File: src/hw/sad_mul_pkg.sv
package sad_mul_pkg;

  localparam int DATA_W = 32;
  localparam int WIDE_W = 64;
  localparam int REG_IDX_W = 4;
  localparam int OP_W = 4;
  localparam int LANE8_N = 4;
  localparam int LANE16_N = 2;
  localparam int FLAG_N_BIT = 3;
  localparam int FLAG_Z_BIT = 2;
  localparam int FLAG_C_BIT = 1;
  localparam int FLAG_V_BIT = 0;
  localparam logic [3:0] FLAGS_RESET = 4'h0;
  localparam logic [REG_IDX_W-1:0] STACK_POINTER_REG = 4'hD;
  localparam logic [REG_IDX_W-1:0] PROGRAM_COUNTER_REG = 4'hF;
  localparam logic [REG_IDX_W-1:0] LOW_REG_LIMIT = 4'h7;
  localparam logic [DATA_W-1:0] WORD_RESET = 32'h0000_0000;

  typedef enum logic [OP_W-1:0] {
    OP_BYTE_ABS_DIFF_TOTAL = 4'h0,
    OP_BYTE_ABS_DIFF_TOTAL_ACC = 4'h1,
    OP_HALFWORD_LANE_DIFFERENCE = 4'h2,
    OP_BYTE_LANE_DIFFERENCE = 4'h3,
    OP_PRODUCT_LOW_WORD = 4'h4,
    OP_PRODUCT_PLUS_ADDEND = 4'h5,
    OP_ADDEND_MINUS_PRODUCT = 4'h6,
    OP_UNSIGNED_WIDE_PRODUCT = 4'h7,
    OP_UNSIGNED_WIDE_PRODUCT_ACC = 4'h8,
    OP_UNSIGNED_WIDE_PRODUCT_TWO_ADDENDS = 4'h9,
    OP_SIGNED_WIDE_PRODUCT = 4'hA,
    OP_SIGNED_WIDE_PRODUCT_ACC = 4'hB
  } op_t;

endpackage : sad_mul_pkg

File: src/hw/byte_abs_diff_unit.sv
`timescale 1ns/1ps
module byte_abs_diff_unit
  import sad_mul_pkg::*;
(
  input wire logic [DATA_W-1:0] first_operand, // Minuend bytes
  input wire logic [DATA_W-1:0] second_operand, // Subtrahend bytes
  output logic [DATA_W-1:0] total, // Sum of |a-b|, zero extended
  output logic [DATA_W-1:0] byte_lanes, // Per-byte wrapped differences
  output logic [DATA_W-1:0] half_lanes // Per-halfword wrapped differences
);

  logic [LANE8_N-1:0][9:0] abs_ext;

  genvar g;
  generate
    for (g = 0; g < LANE8_N; g++) begin : g_byte
      logic [7:0] a;
      logic [7:0] b;
      assign a = first_operand[8*g +: 8];
      assign b = second_operand[8*g +: 8];
      assign abs_ext[g] = (a >= b) ? {2'h0, a - b} : {2'h0, b - a};
      assign byte_lanes[8*g +: 8] = a - b;
    end
    for (g = 0; g < LANE16_N; g++) begin : g_half
      assign half_lanes[16*g +: 16] =
        first_operand[16*g +: 16] - second_operand[16*g +: 16];
    end
  endgenerate

  // Four 8-bit magnitudes fit in ten bits, so no carry is lost
  assign total = {22'h0, abs_ext[0] + abs_ext[1] + abs_ext[2] + abs_ext[3]};

endmodule : byte_abs_diff_unit

File: src/hw/sad_subtract_multiply_datapath.sv
// Summary of operation
// - Byte absolute differences summed into destination
// - Accumulating form adds addend register
// - Halfword lanes subtract independently, unsigned
// - Byte lanes subtract independently, unsigned
// - Difference and subtract ops leave flags
// - Multiply keeps low 32 product bits
// - Multiply-subtract takes product from addend
// - Low word independent of operand signedness
// - Flag option updates flags on plain multiply only
// - Omitted destination writes first operand register, except on long forms
// - Unsigned long multiplies give 64-bit results
// - Signed long multiplies give 64-bit results
// - Flag multiply sets N,Z; keeps C,V
`timescale 1ns/1ps
module sad_subtract_multiply_datapath
  import sad_mul_pkg::*;
(
  input wire logic ref_clk, // Core clock
  input wire logic rst, // Asynchronous reset, active high
  input wire logic issue_valid, // One-cycle issue strobe
  input wire logic [OP_W-1:0] issue_op, // Operation code, op_t
  input wire logic cond_pass, // Condition predicate evaluated true
  input wire logic set_flags, // Flag-update option on plain multiply
  input wire logic dest_present, // Destination named in the instruction
  input wire logic [REG_IDX_W-1:0] dest_reg, // Destination or low destination index
  input wire logic [REG_IDX_W-1:0] dest_hi_reg, // High destination for long forms
  input wire logic [REG_IDX_W-1:0] first_operand_reg, // First operand index
  input wire logic [REG_IDX_W-1:0] second_operand_reg, // Second operand index
  input wire logic [DATA_W-1:0] first_operand, // First operand value
  input wire logic [DATA_W-1:0] second_operand, // Second operand value
  input wire logic [DATA_W-1:0] addend, // Addend register value
  input wire logic [DATA_W-1:0] acc_lo, // Low destination current value
  input wire logic [DATA_W-1:0] acc_hi, // High destination current value
  input wire logic [3:0] flags_in, // Current N,Z,C,V
  output logic wr_en, // Write low or single result
  output logic [REG_IDX_W-1:0] wr_reg, // Index for wr_data
  output logic [DATA_W-1:0] wr_data, // Result or low word
  output logic wr_hi_en, // Write high word of long result
  output logic [REG_IDX_W-1:0] wr_hi_reg, // Index for wr_hi_data
  output logic [DATA_W-1:0] wr_hi_data, // High word of long result
  output logic flags_wr_en, // Flags updated this cycle
  output logic [3:0] flags_out, // New N,Z,C,V
  output logic issue_error // Restricted register use seen at issue
);

  logic [DATA_W-1:0] sad_total;
  logic [DATA_W-1:0] byte_lanes;
  logic [DATA_W-1:0] half_lanes;
  logic [WIDE_W-1:0] product;
  logic signed_mode;

  logic next_wr_en;
  logic [REG_IDX_W-1:0] next_wr_reg;
  logic [DATA_W-1:0] next_wr_data;
  logic next_wr_hi_en;
  logic [REG_IDX_W-1:0] next_wr_hi_reg;
  logic [DATA_W-1:0] next_wr_hi_data;
  logic next_flags_wr_en;
  logic [3:0] next_flags_out;
  logic next_issue_error;

  op_t op;
  logic [WIDE_W-1:0] wide_sum;
  logic [DATA_W-1:0] low_word;
  logic is_long;
  logic is_flag_mul;
  logic bad_reg;
  logic bad_flag_mul;

  assign op = op_t'(issue_op);
  assign signed_mode = (op == OP_SIGNED_WIDE_PRODUCT) || (op == OP_SIGNED_WIDE_PRODUCT_ACC);

  byte_abs_diff_unit u_sad (
    .first_operand(first_operand),
    .second_operand(second_operand),
    .total(sad_total),
    .byte_lanes(byte_lanes),
    .half_lanes(half_lanes)
  );

  wide_multiplier u_mul (
    .first_operand(first_operand),
    .second_operand(second_operand),
    .signed_mode(signed_mode),
    .product(product)
  );

  always_comb begin
    low_word = WORD_RESET;
    wide_sum = product;
    is_long = 1'b0;
    case (op)
      OP_BYTE_ABS_DIFF_TOTAL: begin
        low_word = sad_total;
      end
      OP_BYTE_ABS_DIFF_TOTAL_ACC: begin
        low_word = sad_total + addend;
      end
      OP_HALFWORD_LANE_DIFFERENCE: begin
        low_word = half_lanes;
      end
      OP_BYTE_LANE_DIFFERENCE: begin
        low_word = byte_lanes;
      end
      // Low word of the product is the same for either signedness
      OP_PRODUCT_LOW_WORD: begin
        low_word = product[DATA_W-1:0];
      end
      OP_PRODUCT_PLUS_ADDEND: begin
        low_word = product[DATA_W-1:0] + addend;
      end
      OP_ADDEND_MINUS_PRODUCT: begin
        low_word = addend - product[DATA_W-1:0];
      end
      OP_UNSIGNED_WIDE_PRODUCT, OP_SIGNED_WIDE_PRODUCT: begin
        is_long = 1'b1;
        wide_sum = product;
      end
      OP_UNSIGNED_WIDE_PRODUCT_ACC, OP_SIGNED_WIDE_PRODUCT_ACC: begin
        is_long = 1'b1;
        wide_sum = product + {acc_hi, acc_lo};
      end
      OP_UNSIGNED_WIDE_PRODUCT_TWO_ADDENDS: begin
        is_long = 1'b1;
        // Cannot overflow: (2^32-1)^2 + 2*(2^32-1) = 2^64-1
        wide_sum = product + {32'h0, acc_hi} + {32'h0, acc_lo};
      end
      default: begin
        low_word = WORD_RESET;
      end
    endcase
    if (is_long) begin
      low_word = wide_sum[DATA_W-1:0];
    end
  end

  // Bad register use is only reported; the result is still produced
  always_comb begin
    is_flag_mul = (op == OP_PRODUCT_LOW_WORD) && set_flags;
    bad_reg = (first_operand_reg == STACK_POINTER_REG)
      || (first_operand_reg == PROGRAM_COUNTER_REG)
      || (second_operand_reg == STACK_POINTER_REG)
      || (second_operand_reg == PROGRAM_COUNTER_REG)
      || (dest_present && ((dest_reg == STACK_POINTER_REG)
        || (dest_reg == PROGRAM_COUNTER_REG)))
      || (is_long && ((dest_hi_reg == STACK_POINTER_REG)
        || (dest_hi_reg == PROGRAM_COUNTER_REG)
        || (dest_hi_reg == dest_reg)));
    bad_flag_mul = is_flag_mul && ((first_operand_reg > LOW_REG_LIMIT)
      || (second_operand_reg > LOW_REG_LIMIT)
      || (dest_present && (dest_reg != second_operand_reg))
      || !cond_pass);
  end

  always_comb begin
    next_wr_en = 1'b0;
    next_wr_reg = wr_reg;
    next_wr_data = wr_data;
    next_wr_hi_en = 1'b0;
    next_wr_hi_reg = wr_hi_reg;
    next_wr_hi_data = wr_hi_data;
    next_flags_wr_en = 1'b0;
    next_flags_out = flags_out;
    next_issue_error = 1'b0;
    if (issue_valid) begin
      next_issue_error = bad_reg || bad_flag_mul;
      if (cond_pass) begin
        next_wr_en = 1'b1;
        next_wr_reg = dest_present ? dest_reg : first_operand_reg;
        next_wr_data = low_word;
        if (is_long) begin
          next_wr_reg = dest_reg;
          next_wr_hi_en = 1'b1;
          next_wr_hi_reg = dest_hi_reg;
          next_wr_hi_data = wide_sum[WIDE_W-1:DATA_W];
        end
        // Only the flag-setting multiply touches flags; all else keeps them
        if (is_flag_mul) begin
          next_flags_wr_en = 1'b1;
          next_flags_out = flags_in;
          next_flags_out[FLAG_N_BIT] = low_word[DATA_W-1];
          next_flags_out[FLAG_Z_BIT] = (low_word == WORD_RESET);
        end
      end
    end
  end

  always_ff @(posedge ref_clk or posedge rst) begin
    if (rst) begin
      wr_en <= 1'b0;
      wr_reg <= '0;
      wr_data <= WORD_RESET;
      wr_hi_en <= 1'b0;
      wr_hi_reg <= '0;
      wr_hi_data <= WORD_RESET;
      flags_wr_en <= 1'b0;
      flags_out <= FLAGS_RESET;
      issue_error <= 1'b0;
    end else begin
      wr_en <= next_wr_en;
      wr_reg <= next_wr_reg;
      wr_data <= next_wr_data;
      wr_hi_en <= next_wr_hi_en;
      wr_hi_reg <= next_wr_hi_reg;
      wr_hi_data <= next_wr_hi_data;
      flags_wr_en <= next_flags_wr_en;
      flags_out <= next_flags_out;
      issue_error <= next_issue_error;
    end
  end

endmodule : sad_subtract_multiply_datapath

File: src/hw/wide_multiplier.sv
`timescale 1ns/1ps
module wide_multiplier
  import sad_mul_pkg::*;
(
  input wire logic [DATA_W-1:0] first_operand, // Multiplicand
  input wire logic [DATA_W-1:0] second_operand, // Multiplier
  input wire logic signed_mode, // Treat operands as two's complement
  output logic [WIDE_W-1:0] product // Full 64-bit product
);

  logic [WIDE_W:0] a_ext;
  logic [WIDE_W:0] b_ext;
  logic [2*WIDE_W+1:0] full;

  // Sign or zero extension picks the interpretation; one array serves both
  assign a_ext = {{(WIDE_W-DATA_W+1){signed_mode & first_operand[DATA_W-1]}}, first_operand};
  assign b_ext = {{(WIDE_W-DATA_W+1){signed_mode & second_operand[DATA_W-1]}}, second_operand};
  assign full = a_ext * b_ext;
  assign product = full[WIDE_W-1:0];

endmodule : wide_multiplier

File: config.mk
export PLATFORM = sky130hd
export DESIGN_NAME = sad_subtract_multiply_datapath
export DESIGN_NICKNAME = d
export VERILOG_FILES = /design/src/hw/sad_mul_pkg.sv /design/src/hw/byte_abs_diff_unit.sv /design/src/hw/sad_subtract_multiply_datapath.sv /design/src/hw/wide_multiplier.sv
export SDC_FILE = /design/constraint.sdc
export NUM_CORES = 2
export LEC_CHECK = 0
export ABC_AREA = 0
export BUFFER_PORTS_ARGS = -buffer_cell sky130_fd_sc_hd__buf_2
export CAP_MARGIN = 20
export CORE_ASPECT_RATIO = 0.7
export CORE_MARGIN = 2
export CORE_UTILIZATION = 50
export DETAILED_ROUTE_END_ITERATION = 7
export PLACE_DENSITY_LB_ADDON = 0.05
export SYNTH_ARGS = -nofsm -noshare
export SYNTH_HDL_FRONTEND = slang
export SYNTH_SLANG_ARGS = --single-unit
File: constraint.sdc
create_clock -name ref_clk -period 3.2 [get_ports ref_clk]
set_input_delay 0.16 -clock ref_clk [delete_from_list [all_inputs] [get_ports ref_clk]]
set_output_delay 0.16 -clock ref_clk [all_outputs]
set_load 0.03 [all_outputs]
# Word-level counts from Yosys, hierarchy flattened
# Index checks and enable logic that the tools add are counted.
[op_classes]
addsub = 19
multipliers = 1
order_cmp = 6
eq_ne = 21
muxes = 19
n_bitwise = 2
n_reduce_logical = 26
[op_table]
columns = ["cell", "n"]
rows = [
  ["$pmux W32 S7", 1],
  ["$add A64 B32 Y64", 2],
  ["$pmux W64 S2", 1],
  ["$mul A65 B65 Y64", 1],
  ["$add A64 B64 Y64", 1],
  ["$sub A8 B8 Y8", 8],
  ["$eq A4 B4 Y1 const B", 12],
  ["$add A10 B32 Y32", 1],
  ["$add A32 B32 Y32", 1],
  ["$ge A8 B8 Y1", 4],
  ["$logic_not A32 Y1", 1],
  ["$mux W32", 1],
  ["$mux W8", 4],
  ["$sub A16 B16 Y16", 2],
  ["$sub A32 B32 Y32", 1],
  ["$add A10 B10 Y10", 3],
  ["$eq A4 B3 Y1 const B", 4],
  ["$logic_or A1 B1 Y1", 13],
  ["$mux W1", 10],
  ["$eq A4 B2 Y1 const B", 2],
  ["$gt A4 B3 Y1 const B", 2],
  ["$mux W4", 2],
  ["$reduce_and A3 Y1", 2],
  ["$logic_and A1 B1 Y1", 5],
  ["9 further kinds", 10],
]
[totals]
regBits = 80
input_bits = 190
output_inout_bits = 80
wordCells = 103

# Logic depth before layout (Yosys ltp)
[logic_depth]
depth_word = 9
ltp_mapped = 46
ltp_nobuf = 43

# Cells and area by module
# Synthesis repeated with hierarchy kept, for this count alone.
[unflattened]
hier_cells = 7788
area_unflattened_um2 = 67588.6
[modules_own_cells]
columns = ["module", "n_inst", "cells_per_inst", "area_per_inst_um2", "seq_area_each_um2"]
rows = [
  ["wide_multiplier", 1, 5104, 47847.1, 0.0],
  ["sad_subtract_multiply_datapath", 1, 2110, 15320.9, 2001.9],
  ["byte_abs_diff_unit", 1, 574, 4420.5, 0.0],
]

# Worst setup path after synthesis
# OpenSTA, ideal clock, no wires.
[synth_path]
path_kind = "input port to flip-flop"
from = "input issue_op[3]"
to = "register wr_hi_data[30]"
setup_time_ps = 125
arrival_ps = 11086
t_required_ps = 3075
path_slack_ps = -8011
stages = 41
n_path_buf = 3
path_cell_list = "clkbuf_1 > nor2b_1 > and3_1 > clkbuf_1 > nand2_1 > inv_1 > fa_1 > inv_1 > fa_1 > inv_1 > fa_1 > fa_1 > fa_1 > fa_1 > inv_1 > fa_1 > inv_1 > fa_1 > [... 5 more ...] > o311ai_0 > a21oi_1 > xnor2_1 > ha_1 > inv_1 > o21bai_1 > a21o_1 > a21o_1 > a21o_1 > a221o_1 > a221o_1 > nor3_1 > a21oi_1 > a221oi_1 > a21oi_1 > a41oi_1 > mux2i_1 > o21ai_1"
[synth_via]
elab_chain_len = 7
word_cells_on_any_way = 17
cone_classes = "3 x add/sub; 1 x mul; 5 x eq/ne; 2 x mux; 2 x bitwise; 4 x reduce/logical"
[synth_lines]
columns = ["element", "line_no", "source"]
rows = [
  ["start, declared", "sad_subtract_multiply_datapath.sv:22", "input wire logic [OP_W-1:0] issue_op,"],
  ["$eq A4 B4 Y1", "sad_subtract_multiply_datapath.sv:72, sad_subtract_multiply_datapath.sv:93", ""],
  ["$logic_or A1 B1 Y1", "sad_subtract_multiply_datapath.sv:72", "assign signed_mode = (op == OP_SIGNED_WIDE_PRODUCT) || (op == OP_SIGNED_WIDE_PRODUCT_ACC);"],
  ["$and A1 B1 Y1, on equally long branches", "wide_multiplier.sv:16, wide_multiplier.sv:17", ""],
  ["$mul A65 B65 Y64", "wide_multiplier.sv:18", "assign full = a_ext * b_ext;"],
  ["$add A64 B32 Y64 (2 in a row)", "sad_subtract_multiply_datapath.sv:127", "wide_sum = product + {32'h0, acc_hi} + {32'h0, acc_lo};"],
  ["$pmux W64 S2", "sad_subtract_multiply_datapath.sv:93", "case (op)"],
  ["end signal, assigned", "sad_subtract_multiply_datapath.sv:206", "wr_hi_data <= next_wr_hi_data;"],
  ["end, declared", "sad_subtract_multiply_datapath.sv:41", "output logic [DATA_W-1:0] wr_hi_data,"],
]
# Several ways; a longest one is shown, not always the timed one.
# A chain may end at the register's enable or synchronous reset.

# Final worst setup path
[layout_path]
from = "input issue_op[1]"
to = "register wr_hi_data[30]"
# The elaborated chain is that of the path after synthesis.

==> impl_metrics.py <==
metrics = {
    "global_route": {
        "grt_pass1_wl_mm": 413.2,
        "grt_pass1_vias": 64100,
        "grt_overflow": 0,
        "grt_max_degree": 81,
        "grt_usage_pct": 42.00,
        "grt_util_met3_pct": 15.93,
        "use_met2_pct": 56.49,
        "grt_busiest_layer": "met1",
        "met1_usage_pct": 63.59,
        "antenna_found_initial": 8,
    },
    "synthesis": {
        "ys_warn_count": 0,
        "syn_area_um2": 65060,
        "synth_seq_area_share_pct": 3.077,
        "syn_avg_cell_area_um2": 8.681,
        "synth-async-reset-ratio_pct": 100.0,
        "synth-edff-count": 0,
        "syn-num-nets": 9708,
        "netlist_instances": 7494,
        "ys_seq_elements": 80,
        "synthFlopType": "dfrtp_1",
        "synth_cell_types": 110,
    },
    "clock_network": {
        "clk_latency_ns": 0.36,
        "clock_sinks": 80,
        "numCtsBuffers": 9,
        "path_clk_slew_ns": 0.08,
        "clock_path_buffers": 2,
        "cts.htree.levels": 3,
        "cts_tree": "built",
        "clock-root-buffer": "clkbuf_16",
    },
    "critical_path": {
        "critPathMaxFanout": 8,
        "critPathKind": "in2reg",
        "r2r_slack_ns": 2.09,
        "slowest_delay_ns": 0.63,
        "arrival_ns": 10.55,
        "required_ns": 3.46,
        "critPathMostFrequentCell": "fa_1",
        "crit_path_end_kind": "register",
        "worstSetupStartpointType": "primary input",
        "cp_slowest_cell": "fa_2",
    },
    "timing": {
        "setup-tns-final_ns": -392.72,
        "maxSlewHeadroom_pct": 39.81,
        "slew_violations": 0,
        "worst_clock_skew_ns": 0,
        "finalSetupViolCount": 65,
        "fmax_ghz": 0.09721,
        "fin_crit_sh_pct": 321.5,
        "rsz0062_at_grt": "true",
        "tightestPinTransition_ns": 0.9009,
        "finalHoldViolations": 0,
        "post-route-min-period_ns": 10.29,
        "postLayoutSetupSlackWorst_ns": -7.088,
    },
    "route": {
        "drt_iter0_markers": 6608,
        "viasPerCell": 5.575,
        "first_pass_iters": 6,
        "antenna_left": 0,
        "drc_errors": 0,
        "via_count": 62450,
        "wire_per_inst_um": 24.95,
        "routed_wl_mm": 279.6,
    },
    "floorplanning": {
        "die-area_um2": 133100,
        "rows": 110,
        "die_height_um": 305.8,
        "die_w_um": 435.1,
        "ios": 270,
        "coreArea_um2": 128800,
        "start_util_pct": 50.50,
    },
    "run": {
        "drv_cap": 0,
    },
    "final_layout": {
        "layout.nets": 11670,
        "stdcell_count": 11200,
        "fill_cells": 10470,
        "drive_gt1_share_pct": 34.52,
        "area_growth_pct": 38.43,
        "reg.largest.list": "wr_data x32, wr_hi_data x32",
    },
    "min_path": {
        "min_path_type": "in2reg",
    },
    "status": {
        "outcome": "complete, but fails checks",
        "violations": "negative setup slack",
    },
    "placed_design": {
        "port-buffer-count": 267,
        "dp.cells": 10940,
        "dp_hpwl_mm": 242.4,
        "place_ws_ns": -8.167,
        "place_congestion": 1.031,
    },
}
## synth_stat cells (14+ instances only)
master / instances / area, µm²
nor2b_1: 29 / 181.4
xnor2_1: 208 / 1822
a31oi_1: 32 / 200.2
xor2_1: 103 / 902.1
a21o_1: 117 / 878.3
a21oi_1: 244 / 1221
or3_1: 19 / 118.9
a2111oi_0: 14 / 122.6
and2_1: 91 / 569.3
nor4_1: 17 / 106.4
nand2_1: 914 / 3431
o21a_1: 25 / 187.7
a221oi_1: 39 / 341.6
nand2b_1: 38 / 237.7
o21ai_0: 160 / 800.8
nor2_1: 526 / 1974
o211ai_1: 34 / 255.2
o22ai_1: 30 / 187.7
nor3_1: 60 / 300.3
o21ai_1: 34 / 170.2
nand4_1: 52 / 325.3
ha_1: 524 / 6556
mux2i_1: 39 / 390.4
a211oi_1: 25 / 187.7
o221ai_1: 27 / 236.5
a22oi_1: 17 / 127.6
clkinv_1: 17 / 63.81
clkbuf_1: 262 / 983.4
fa_1: 1500 / 30030
and3_1: 33 / 206.5
dfrtp_1: 80 / 2002
buf_1: 30 / 112.6
o21bai_1: 32 / 240.2
a221o_1: 15 / 150.1
nand3_1: 65 / 325.3
inv_1: 1778 / 6674
## final timing paths
check / from / end / cells past startpoint
setup reg to reg: wr_hi_data[31] / wr_hi_data[31] / 3
setup / recovery: issue_op[1] / wr_hi_data[30] / 38
hold reg to reg: wr_data[8] / wr_data[8] / 2
max in group asynchronous: rst / wr_data[0] / 4
min in group asynchronous: rst / wr_hi_data[12] / 4
hold / removal: dest_hi_reg[1] / wr_hi_reg[1] / 3
## critical path: cells and delay by family
kind            cells  cell delay [ns]
fa+ha+maj          12             5.47
simple gates        4             1.04
compound gates     13             2.59
mux                 1             0.19
buf+inv             8             1.06
## layout by cell type, fill, tap and decap left out, types with 75 or more instances in the layout
master / netlist / layout
xor2_1: 103 / 83
a21o_1: 117 / 115
buf_2: 9 / 222
and2_1: 91 / 75
o21ai_0: 160 / 82
buf_6: 0 / 139
ha_4: 0 / 124
nor2_1: 526 / 458
fa_2: 0 / 98
xnor2_1: 208 / 165
inv_2: 10 / 119
inv_1: 1778 / 1649
nand2_1: 914 / 875
dfrtp_1: 80 / 80
fa_1: 1500 / 1402
a21oi_1: 244 / 145
ha_1: 524 / 393
buf_4: 1 / 1809
## cell families (layout without fill, tap and decap cells)
family	Yosys count	count (layout)	share of synthesized area (%)
mux	48	48	0.7558
other cells	0	6	0
simple gates	1920	1921	12.99
xor+xnor	319	319	4.396
buf+inv	2108	4074	12.19
flops	80	80	3.077
fa+ha+maj	2027	2027	56.28
compound gates	992	992	10.31
## layout make-up
cell class                 count  area (µm²)  area share [%]
antenna                        6       15.01         0.01667
multi-input combinational   5307       60710           67.41
sequential                    80        2002           2.223
timing repair inverter         1       11.26         0.01250
tap                         1736        2172           2.412
timing repair buffer        2252       17820           19.79
clock inverter                 7       108.9          0.1209
clock buffer                   9       225.2          0.2501
inverter                    1805        6999           7.772
## per-layer routing
metal  wire, µm  vias to the layer above
met3      41920                      393
li1           -                    26950
met5         46                        -
met1     123300                    31330
met2     106900                     3772
met4       7362                        8
## stage by stage
stage	utilization [%]	area [µm²]	hold WS [ns]
after global routing	69.90	90040	0.03073
final	69.91	90060	0.03080
after global placement	64.30	82830	0.2758
after floorplan	-	67670	0.2654
after detailed placement	64.30	82830	0.2780
after CTS	68.72	88520	0.004613
## what timing repair did
item / 4_1_cts / 5_1_grt
cloned: 5 / 0
resized for setup: 843 / 251
hold buffers: 3 / 0
pin swaps: 359 / 207
endpoints found under the hold margin: 82 / 0
setup endpoints to repair: 66 / 65
buffers inserted: 193 / 55
Power is not shown: default switching activity piles up to over one toggle a cycle in this logic, so the estimate is an artifact.
